<file path="src/hdl/irap_pkg.sv">
// constants and types shared by the indexed register access port
package irap_pkg;
    // host i/o addresses, 10-bit decode of the address pins
    localparam logic [9:0] ADDR_INDEX = 10'h3e0;
    localparam logic [9:0] ADDR_WINDOW = 10'h3e1;
    // field positions inside the index selector
    localparam int IDX_SOCKET_BIT = 6;
    localparam int IDX_DEVICE_BIT = 7;
    // register numbers inside one socket's 64-entry space
    localparam logic [5:0] REG_CHIP_REV = 6'h00;
    localparam logic [5:0] REG_MISC2 = 6'h1e;
    localparam logic [5:0] REG_CHIP_INFO = 6'h1f;
    localparam logic [5:0] REG_EXT_SEL = 6'h2e;
    localparam logic [5:0] REG_EXT_WIN = 6'h2f;
    // extended index space
    localparam logic [7:0] EXT_SCRATCH = 8'h00;
    localparam logic [7:0] EXT_MASK0 = 8'h01;
    localparam logic [7:0] EXT_MASK1 = 8'h02;
    localparam logic [7:0] EXT_CTRL1 = 8'h03;
    localparam logic [7:0] EXT_DMA_DELAY = 8'h04;
    localparam logic [7:0] EXT_RSV_FIRST = 8'h05;
    localparam logic [7:0] EXT_RSV_LAST = 8'h09;
    localparam logic [7:0] EXT_EXT_DATA = 8'h0a;
    localparam logic [7:0] EXT_CTRL2 = 8'h0b;
    // misc control two: suspend mode bit
    localparam int MISC2_SUSPEND_BIT = 2;
    // reset values
    localparam logic [7:0] INDEX_RESET = 8'h00;
    localparam logic [7:0] EXT_SEL_RESET = 8'h00;
    localparam logic [7:0] MISC2_RESET = 8'h02;
    // cycles the strap waits after reset so its synchroniser has filled
    localparam logic [1:0] STRAP_SETTLE = 2'h2;
    // register store geometry
    localparam int MEM_AW = 8;
    localparam int MEM_DW = 8;
    // what a data window access lands on
    typedef enum logic [2:0] {KIND_NONE, KIND_MEM, KIND_REV, KIND_INFO, KIND_MISC2,
        KIND_EXT_SEL} irap_kind_e;
    // host cycle phases
    typedef enum logic [1:0] {PH_IDLE, PH_FETCH, PH_DRIVE} irap_phase_e;
    // host pins as sampled
    typedef struct packed {
        logic [9:0] addr;
        logic [15:0] din;
        logic rd_b;
        logic wr_b;
        logic sbhe_b;
        logic ok;
        logic strap;
    } irap_pin_s;
    // decoded target of a window access
    typedef struct packed {
        irap_kind_e kind;
        logic [7:0] maddr;
        logic mine;
    } irap_win_s;
    localparam irap_pin_s PIN_IDLE = '{addr: 10'h000, din: 16'h0000, rd_b: 1'b1,
        wr_b: 1'b1, sbhe_b: 1'b1, ok: 1'b0, strap: 1'b0};
endpackage

</file>
<file path="src/hdl/irap_mem_if.sv">
// port between the access logic and its register store
`timescale 1ns/1ps
interface irap_mem_if #(parameter int AW = 8, parameter int DW = 8);
    logic we; // one-cycle write strobe
    logic [AW-1:0] addr; // byte address, read and write
    logic [DW-1:0] wdata; // write byte
    logic [DW-1:0] rdata; // registered read byte, one cycle after addr
    modport ctrl (output we, output addr, output wdata, input rdata);
    modport store (input we, input addr, input wdata, output rdata);
endinterface

</file>
<file path="src/hdl/irap_reg_store.sv">
// byte store for socket and extension registers, registered read
`timescale 1ns/1ps
module irap_reg_store #(
    parameter int AW = 8,
    parameter int DW = 8
) (
    input wire logic core_clk,
    irap_mem_if.store mp
);
    // storage; deliberately has no reset so it costs no reset tree
    logic [DW-1:0] mem_q [2**AW];

    // write then read of the same address returns the old byte
    always_ff @(posedge core_clk) begin
        if (mp.we) begin
            mem_q[mp.addr] <= mp.wdata;
        end
        mp.rdata <= mem_q[mp.addr];
    end
endmodule

</file>
<file path="src/hdl/irap_top.sv">
// indexed host register access port: index selector, data window, extension window
// What this block does
// - two i/o addresses reach every register byte
// - index at 3e0h, data window at 3e1h
// - index bits 5:0 pick one of 64
// - index bit 6 picks socket a or b
// - index bit 7 picks one of two devices
// - window access uses the index held then, or the index a word write at 3e0h loads
// - index reads back on device 0 only
// - socket b copy sits at index plus 40h
// - revision, misc two, info shared by sockets
// - extended selector 2eh and window 2fh
// - extended map 00h to 0bh, 05h-09h reserved
// - only bits with reset values get reset
// - strap latched at reset picks served socket
// - compatibility bits have no effect
// - fixed bits forced at reset, ignore writes
// - scratchpad bits are plain storage
// - host write never sets a status bit
// - reset values return when supply cycles
// - suspend allows only index and 8-bit misc two access
`timescale 1ns/1ps
module irap_top
    import irap_pkg::*;
#(
    parameter bit DEVICE_NUM = 1'b0, // which of two devices this one is
    parameter bit DUAL_SOCKET = 1'b1, // 0 builds the single-socket variant
    parameter logic [7:0] REV_VALUE = 8'h5a, // arbitrary value
    parameter logic [7:0] INFO_VALUE = 8'ha5 // arbitrary value
) (
    input wire logic core_clk,
    input wire logic rst_b,
    input wire logic supply_ok_input,
    input wire logic socket_select_strap,
    input wire logic [9:0] io_addr,
    input wire logic io_rd_b,
    input wire logic io_wr_b,
    input wire logic io_sbhe_b,
    input wire logic [15:0] data_in,
    output logic [15:0] data_out,
    output logic data_oe_lo_b,
    output logic data_oe_hi_b,
    output logic suspend_active,
    output logic served_socket
);
    // whole state of the port
    typedef struct packed {
        irap_pin_s pin1; // first synchroniser stage, read only by pin2
        irap_pin_s pin2; // second stage, used by logic
        logic rd_prev_b; // pin2 strobes one cycle late for edges
        logic wr_prev_b;
        logic [1:0] settle; // strap settle count
        logic strap_done;
        logic strap; // latched socket choice
        logic [7:0] index; // index selector
        logic [7:0] ext_sel_a; // extended selector, socket a
        logic [7:0] ext_sel_b; // extended selector, socket b
        logic [7:0] misc2; // shared misc control two
        irap_phase_e phase;
        logic use_mem; // read byte comes from the store
        logic [7:0] hold; // read byte for non-store targets
        logic lo_win; // window byte goes on the low lane
        logic drive_lo;
        logic drive_hi;
        logic [15:0] dout;
        logic oe_lo_b;
        logic oe_hi_b;
    } irap_state_s;

    irap_state_s q; // registered state
    irap_state_s d; // next state
    irap_mem_if #(.AW(MEM_AW), .DW(MEM_DW)) mif (); // store port

    // decode helpers, all from registered state
    logic rd_go; // read strobe just asserted
    logic wr_go; // write strobe just asserted
    logic hit; // address is one of our two
    logic a0; // odd address
    logic wide; // 16-bit word access
    logic touch_win; // access carries a window byte
    logic [7:0] new_idx; // index in force for this access
    logic [7:0] win_byte; // window byte on the data pins
    logic ok_win; // window access is allowed
    irap_win_s win; // decoded window target

    // map an index value onto its target
    function automatic irap_win_s win_map(input logic [7:0] idx, input logic [7:0] ext_a,
        input logic [7:0] ext_b, input logic strap);
        irap_win_s w;
        logic sock;
        logic [7:0] ext;
        w.kind = KIND_MEM;
        w.mine = (idx[IDX_DEVICE_BIT] == DEVICE_NUM);
        sock = idx[IDX_SOCKET_BIT];
        ext = sock ? ext_b : ext_a;
        w.maddr = {1'b0, sock, idx[5:0]};
        unique case (idx[5:0])
            REG_CHIP_REV: w.kind = KIND_REV;
            REG_MISC2: w.kind = KIND_MISC2;
            REG_CHIP_INFO: w.kind = KIND_INFO;
            REG_EXT_SEL: w.kind = KIND_EXT_SEL;
            REG_EXT_WIN: begin
                // reserved and unmapped extended entries read zero
                if (ext > EXT_CTRL2 || (ext >= EXT_RSV_FIRST && ext <= EXT_RSV_LAST)) begin
                    w.kind = KIND_NONE;
                end else begin
                    w.maddr = {1'b1, sock, 2'b00, ext[3:0]};
                end
            end
            default: w.kind = KIND_MEM;
        endcase
        // unbuilt socket of the single variant: reads zero, writes dropped
        if (!DUAL_SOCKET && sock != strap) begin
            w.kind = KIND_NONE;
        end
        return w;
    endfunction

    // strobe edges and address decode
    assign rd_go = !q.pin2.rd_b && q.rd_prev_b;
    assign wr_go = !q.pin2.wr_b && q.wr_prev_b;
    assign hit = (q.pin2.addr[9:1] == ADDR_INDEX[9:1]);
    assign a0 = q.pin2.addr[0];
    assign wide = !q.pin2.sbhe_b && !a0;
    assign touch_win = a0 || wide;
    // a word write at the index address uses the index it is loading
    assign new_idx = (wr_go && !a0) ? q.pin2.din[7:0] : q.index;
    assign win_byte = q.pin2.sbhe_b ? q.pin2.din[7:0] : q.pin2.din[15:8];
    assign win = win_map(new_idx, q.ext_sel_a, q.ext_sel_b, q.strap);
    // in suspend only a byte access to misc control two passes
    assign ok_win = win.mine && (!q.misc2[MISC2_SUSPEND_BIT]
        || (win.kind == KIND_MISC2 && !wide));

    // next-state logic
    always_comb begin
        d = q;
        mif.we = 1'b0;
        mif.addr = win.maddr;
        mif.wdata = win_byte;
        d.pin1 = '{addr: io_addr, din: data_in, rd_b: io_rd_b, wr_b: io_wr_b,
            sbhe_b: io_sbhe_b, ok: supply_ok_input, strap: socket_select_strap};
        d.pin2 = q.pin1;
        d.rd_prev_b = q.pin2.rd_b;
        d.wr_prev_b = q.pin2.wr_b;
        // catch the strap once, after the synchroniser holds its real level
        if (!q.strap_done) begin
            if (q.settle == STRAP_SETTLE) begin
                d.strap = q.pin2.strap;
                d.strap_done = 1'b1;
            end else begin
                d.settle = q.settle + 2'h1;
            end
        end
        unique case (q.phase)
            PH_IDLE: begin
                if (wr_go && hit) begin
                    // both devices track the shared index selector
                    if (!a0) begin
                        d.index = q.pin2.din[7:0];
                    end
                    if (touch_win && ok_win) begin
                        unique case (win.kind)
                            // socket registers are stored as written; their
                            // compatibility and scratchpad bits steer nothing
                            KIND_MEM: mif.we = 1'b1;
                            KIND_MISC2: d.misc2 = win_byte;
                            KIND_EXT_SEL: begin
                                if (new_idx[IDX_SOCKET_BIT]) begin
                                    d.ext_sel_b = win_byte;
                                end else begin
                                    d.ext_sel_a = win_byte;
                                end
                            end
                            // fixed and reported bytes drop host writes
                            default: d.misc2 = q.misc2;
                        endcase
                    end
                end else if (rd_go && hit) begin
                    d.lo_win = a0 && q.pin2.sbhe_b;
                    // device 1 never returns the index byte
                    d.drive_lo = (!a0 && DEVICE_NUM == 1'b0)
                        || (a0 && q.pin2.sbhe_b && ok_win);
                    d.drive_hi = !q.pin2.sbhe_b && touch_win && ok_win;
                    d.use_mem = (win.kind == KIND_MEM);
                    unique case (win.kind)
                        // revision and info report fixed conditions
                        KIND_REV: d.hold = REV_VALUE;
                        KIND_INFO: d.hold = INFO_VALUE;
                        KIND_MISC2: d.hold = q.misc2;
                        KIND_EXT_SEL: d.hold = q.index[IDX_SOCKET_BIT] ? q.ext_sel_b
                            : q.ext_sel_a;
                        default: d.hold = 8'h00;
                    endcase
                    if (d.drive_lo || d.drive_hi) begin
                        d.phase = PH_FETCH;
                    end
                end
            end
            PH_FETCH: begin
                // store byte is valid now; lanes turn on together with data
                d.dout = q.lo_win ? {8'h00, (q.use_mem ? mif.rdata : q.hold)}
                    : {(q.use_mem ? mif.rdata : q.hold), q.index};
                d.oe_lo_b = !q.drive_lo;
                d.oe_hi_b = !q.drive_hi;
                d.phase = PH_DRIVE;
            end
            PH_DRIVE: begin
                // hold the bus until the host lifts its read strobe
                if (q.pin2.rd_b) begin
                    d.oe_lo_b = 1'b1;
                    d.oe_hi_b = 1'b1;
                    d.phase = PH_IDLE;
                end
            end
        endcase
        // supply low: the host keeps strobes high; registers go back
        // to their reset values and the bus is released
        if (!q.pin2.ok) begin
            mif.we = 1'b0;
            d.index = INDEX_RESET;
            d.ext_sel_a = EXT_SEL_RESET;
            d.ext_sel_b = EXT_SEL_RESET;
            d.misc2 = MISC2_RESET;
            d.phase = PH_IDLE;
            d.oe_lo_b = 1'b1;
            d.oe_hi_b = 1'b1;
        end
    end

    // state register
    always_ff @(posedge core_clk or negedge rst_b) begin
        if (!rst_b) begin
            q <= '0;
            q.pin1 <= PIN_IDLE;
            q.pin2 <= PIN_IDLE;
            q.rd_prev_b <= 1'b1;
            q.wr_prev_b <= 1'b1;
            q.index <= INDEX_RESET;
            q.ext_sel_a <= EXT_SEL_RESET;
            q.ext_sel_b <= EXT_SEL_RESET;
            q.misc2 <= MISC2_RESET;
            q.oe_lo_b <= 1'b1;
            q.oe_hi_b <= 1'b1;
        end else begin
            q <= d;
        end
    end

    // socket register store
    irap_reg_store #(.AW(MEM_AW), .DW(MEM_DW)) u_store (
        .core_clk(core_clk),
        .mp(mif)
    );

    // outputs straight from flops
    assign data_out = q.dout;
    assign data_oe_lo_b = q.oe_lo_b;
    assign data_oe_hi_b = q.oe_hi_b;
    assign suspend_active = q.misc2[MISC2_SUSPEND_BIT];
    assign served_socket = q.strap;
endmodule

</file>
<file path="config.mk">
export PLATFORM = sky130hd
export DESIGN_NAME = irap_top
export DESIGN_NICKNAME = d
export VERILOG_FILES = /design/src/hdl/irap_pkg.sv /design/src/hdl/irap_mem_if.sv /design/src/hdl/irap_reg_store.sv /design/src/hdl/irap_top.sv
export SDC_FILE = /design/constraint.sdc
export NUM_CORES = 2
export LEC_CHECK = 0
export ABC_CLOCK_PERIOD_IN_PS = 8950
export BUFFER_PORTS_ARGS = -buffer_cell sky130_fd_sc_hd__buf_2
export CAP_MARGIN = 5
export CELL_PAD_IN_SITES_DETAIL_PLACEMENT = 0
export CELL_PAD_IN_SITES_GLOBAL_PLACEMENT = 1
export CORE_MARGIN = 4
export CORE_UTILIZATION = 30
export CTS_BUF_LIST = sky130_fd_sc_hd__clkbuf_8 sky130_fd_sc_hd__clkbuf_16
export CTS_CLUSTER_SIZE = 40
export DETAILED_ROUTE_END_ITERATION = 8
export GPL_TIMING_DRIVEN = 0
export PLACE_DENSITY = 0.54
export REMOVE_ABC_BUFFERS = 1
export SLEW_MARGIN = 0
export SYNTH_ARGS = -nofsm -noshare
export SYNTH_HDL_FRONTEND = slang
export SYNTH_SLANG_ARGS = --single-unit
</file>
<file path="constraint.sdc">
create_clock -name core_clk -period 8.95 [get_ports core_clk]
set_input_delay 1.3425 -clock core_clk [delete_from_list [all_inputs] [get_ports core_clk]]
set_output_delay 1.3425 -clock core_clk [all_outputs]
set_load 0.02 [all_outputs]
</file>
==> results.sh <==
export IMPL_max_stage_delay_ns=1.34
export IMPL_drt_antenna_violating_nets=0
export IMPL_drc=0
export IMPL_synth_most_common_cell="edfxtp_1"
export IMPL_clk_pin_slew_ns=0.06
export IMPL_ys_ff_latch=1458
export IMPL_yosysTopAreaCell="edfxtp_1"
export IMPL_num_nets_final=3744
export IMPL_multi_input_area_sq_um=12200
export IMPL_cts_made_buffers=158
export IMPL_r2r_slack_ns=0.67
export IMPL_grtUsageTotal_pct=17.1
export IMPL_timing_fmax_mhz=121
export IMPL_grt_overflow_total=0
export IMPL_clockBufferDepth=3
export IMPL_die_area_sq_um=190000
export IMPL_crit_top_cell="nand2_1"
export IMPL_cts_resized=0
export IMPL_fin_cells=6206
export IMPL_crit_chain="or3b_1, a21boi_4, buf_12, mux2i_1, buf_4, nand2_1, nand2_1, a21oi_1, or4_1, nor3_1, nand2_1, nor2_1"
export IMPL_grt_pass1_wl_mm=237
export IMPL_clock_latency_ns=0.81
export IMPL_min_period_ns=8.28
export IMPL_drt_wl_total_mm=166
export IMPL_cts_tree="built"
export IMPL_area_growth_pct=18.6
export IMPL_status="finished with violations"
export IMPL_fin_crit_sh_pct=92.5
export IMPL_start_util_pct=30.3
export IMPL_setup_slack_ns=0.673
export IMPL_ys_warnings_count=0
export IMPL_criticalPathCategory="register to register"
export IMPL_hold_buffers=0
export IMPL_cellPowerDensity_nw_per_um2=223
export IMPL_drt_vias_per_instance=5.23
export IMPL_dpl_cell_count=5912
export IMPL_peakVddDrop_mv=0.170
export IMPL_slew_limit_headroom_pct=-9.81
export IMPL_postSynthCellCount=3368
export IMPL_die_h_microns=436
export IMPL_dp_slack_ns=0.0149
export IMPL_drt_pass1_iter_count=6
export IMPL_hp_class="register to register"
export IMPL_cts_sinks=1458
export IMPL_avgSynthCellArea_sq_um=16.3
export IMPL_grt_pass1_vias=32300
export IMPL_die_x_microns=436
export IMPL_synth_enable_flop_cells=1318
export IMPL_rsz0062_at_grt="false"
export IMPL_core_area_sq_um=181000
export IMPL_io_pins=53
export IMPL_leakagePower_nw=21.0
export IMPL_seq_area_frac_synth_pct=78.4
export IMPL_port_buffers=52
export IMPL_slowest_stage="nand2_1"
export IMPL_netlist_area_leader_share_pct=72.1
export IMPL_ff_latch_area_sq_um=43100
export IMPL_cts_setup_buffers=0
export IMPL_fill_cells=17200
export IMPL_grt_max_degree=113
export IMPL_finalHoldViolCount=0
export IMPL_fp_row_count=156
export IMPL_drt_iter0_drc=3619
export IMPL_worst_pin_slew_ns=1.61
export IMPL_vias=32500
export IMPL_required_ns=9.37
export IMPL_grt_antenna_before_repair=3
export IMPL_drv_slew=2
export IMPL_gp_congestion=0.820
export IMPL_yosys_most_used_dff="edfxtp_1"
export IMPL_async_reset_ff_share_pct=9.05
export IMPL_endpoint_kind="register"
export IMPL_finalSetupViolations=0
export IMPL_drive_above_1_share_pct=11.9
export IMPL_critPathArrivalTime_ns=8.69
export IMPL_routedWlPerCell_microns=26.7
export IMPL_cts_root_buf="clkbuf_16"
export IMPL_hpwl_mm=105
export IMPL_violations="capacitance limit, slew limit"
export IMPL_h_tree_depth=4
export IMPL_ys_top_cells_by_count="edfxtp_1, nand2_1, nor2_1"
export IMPL_drv_cap=1
export IMPL_synth_area_top_cells="edfxtp_1, dfrtp_1, a222oi_1"
export IMPL_ys_types=75
export IMPL_timing_hold_ws_ns=0.346
export IMPL_start_kind="register"
export IMPL_crit_path_max_fanout=20
export IMPL_netlist_area_sq_um=54900
export IMPL_skew_ns=0.0371
## flip-flops by register name (all words and copies together) (netlist names)
signal	cells
u_store.mem_q	1318
q	78
d	33
data_out	16
u_store.mp.rdata	8
a0	1
data_oe_hi_b	1
data_oe_lo_b	1
served_socket	1
suspend_active	1
## logic make-up (layout without fill, tap and decap cells)
kind of cell / count (synthesis) / in the layout / synth area share (%)
DFF: 1458 / 1458 / 78.4
AOI/OAI and AO/OA: 820 / 820 / 11.5
and+or+nand+nor: 730 / 730 / 6.04
buffers and inverters: 246 / 451 / 1.85
muxes: 108 / 108 / 2.07
adders and majority gates: 4 / 4 / 0.0912
other: 1 / 264 / 0.00683
xor gates and xnor gates: 1 / 1 / 0.0160
## layout make-up
class                   instances  area share, %
flip-flops and latches       1458           66.1
multi-input cells            1925           18.7
clock buffers                 167           6.30
well taps                    2370           4.55
repair buffers                142           2.83
clock inverters               120           1.42
inverters                      22          0.134
diodes                          2        0.00768
## power by group
part | internal [mW] | total, mW | switching [mW]
logic | 0.152 | 0.586 | 0.434
registers | 7.62 | 7.67 | 0.0506
clock network | 3.57 | 6.30 | 2.73
total | 11.3 | 14.6 | 3.22
## cell usage in the layout (no fill, tap or decap), types with 65 or more instances in the layout
master	n
a21oi_1	169
dfrtp_1	121
nand3_1	86
a22oi_1	76
nor2_1	210
inv_1	66
a222oi_1	173
clkbuf_16	160
edfxtp_1	1318
mux2i_1	65
nand2_1	264
conb_1	262
## worst paths after layout
path	startpoint	to	cells past startpoint
min	d[88]	q[88]	0
max in group asynchronous	rst_b	q[72]	2
min reg2reg	d[88]	q[88]	0
min in group asynchronous	rst_b	data_out[13]	1
max	q[68]	u_store.mem_q[33][3]	12
max reg2reg	q[68]	u_store.mem_q[33][3]	12
## through the flow
step	utilization (%)	setup TNS [ns]	power [mW]	cell area [sq um]
global route	35.9	0	15.0	65100
floorplan	-	-9.88	8.07	54900
finish	35.9	0	14.6	65100
CTS	35.9	0	14.7	65100
global placement	32.1	-2531.95	8.38	58200
detailed placement	33.1	0	8.40	60100
## worst max-delay path, delay by kind of cell (launching register included)
family | cells | cell delay (ns)
multiplexers | 1 | 0.48
buffers and inverters | 2 | 0.52
AO/OA/AOI/OAI | 2 | 0.61
flip-flops | 1 | 0.55
AND/OR/NAND/NOR | 7 | 5.71
## routing by layer
metal | track usage, % | routed length, microns | vias up
li1 | - | - | 14200
met1 | 23.4 | 71900 | 17000
met2 | 27.6 | 78900 | 1065
met3 | 3.17 | 10500 | 242
met4 | 5.15 | 4590 | 0
met5 | 0 | 0 | -
No activity file was read; power rests on OpenSTA's default activity.
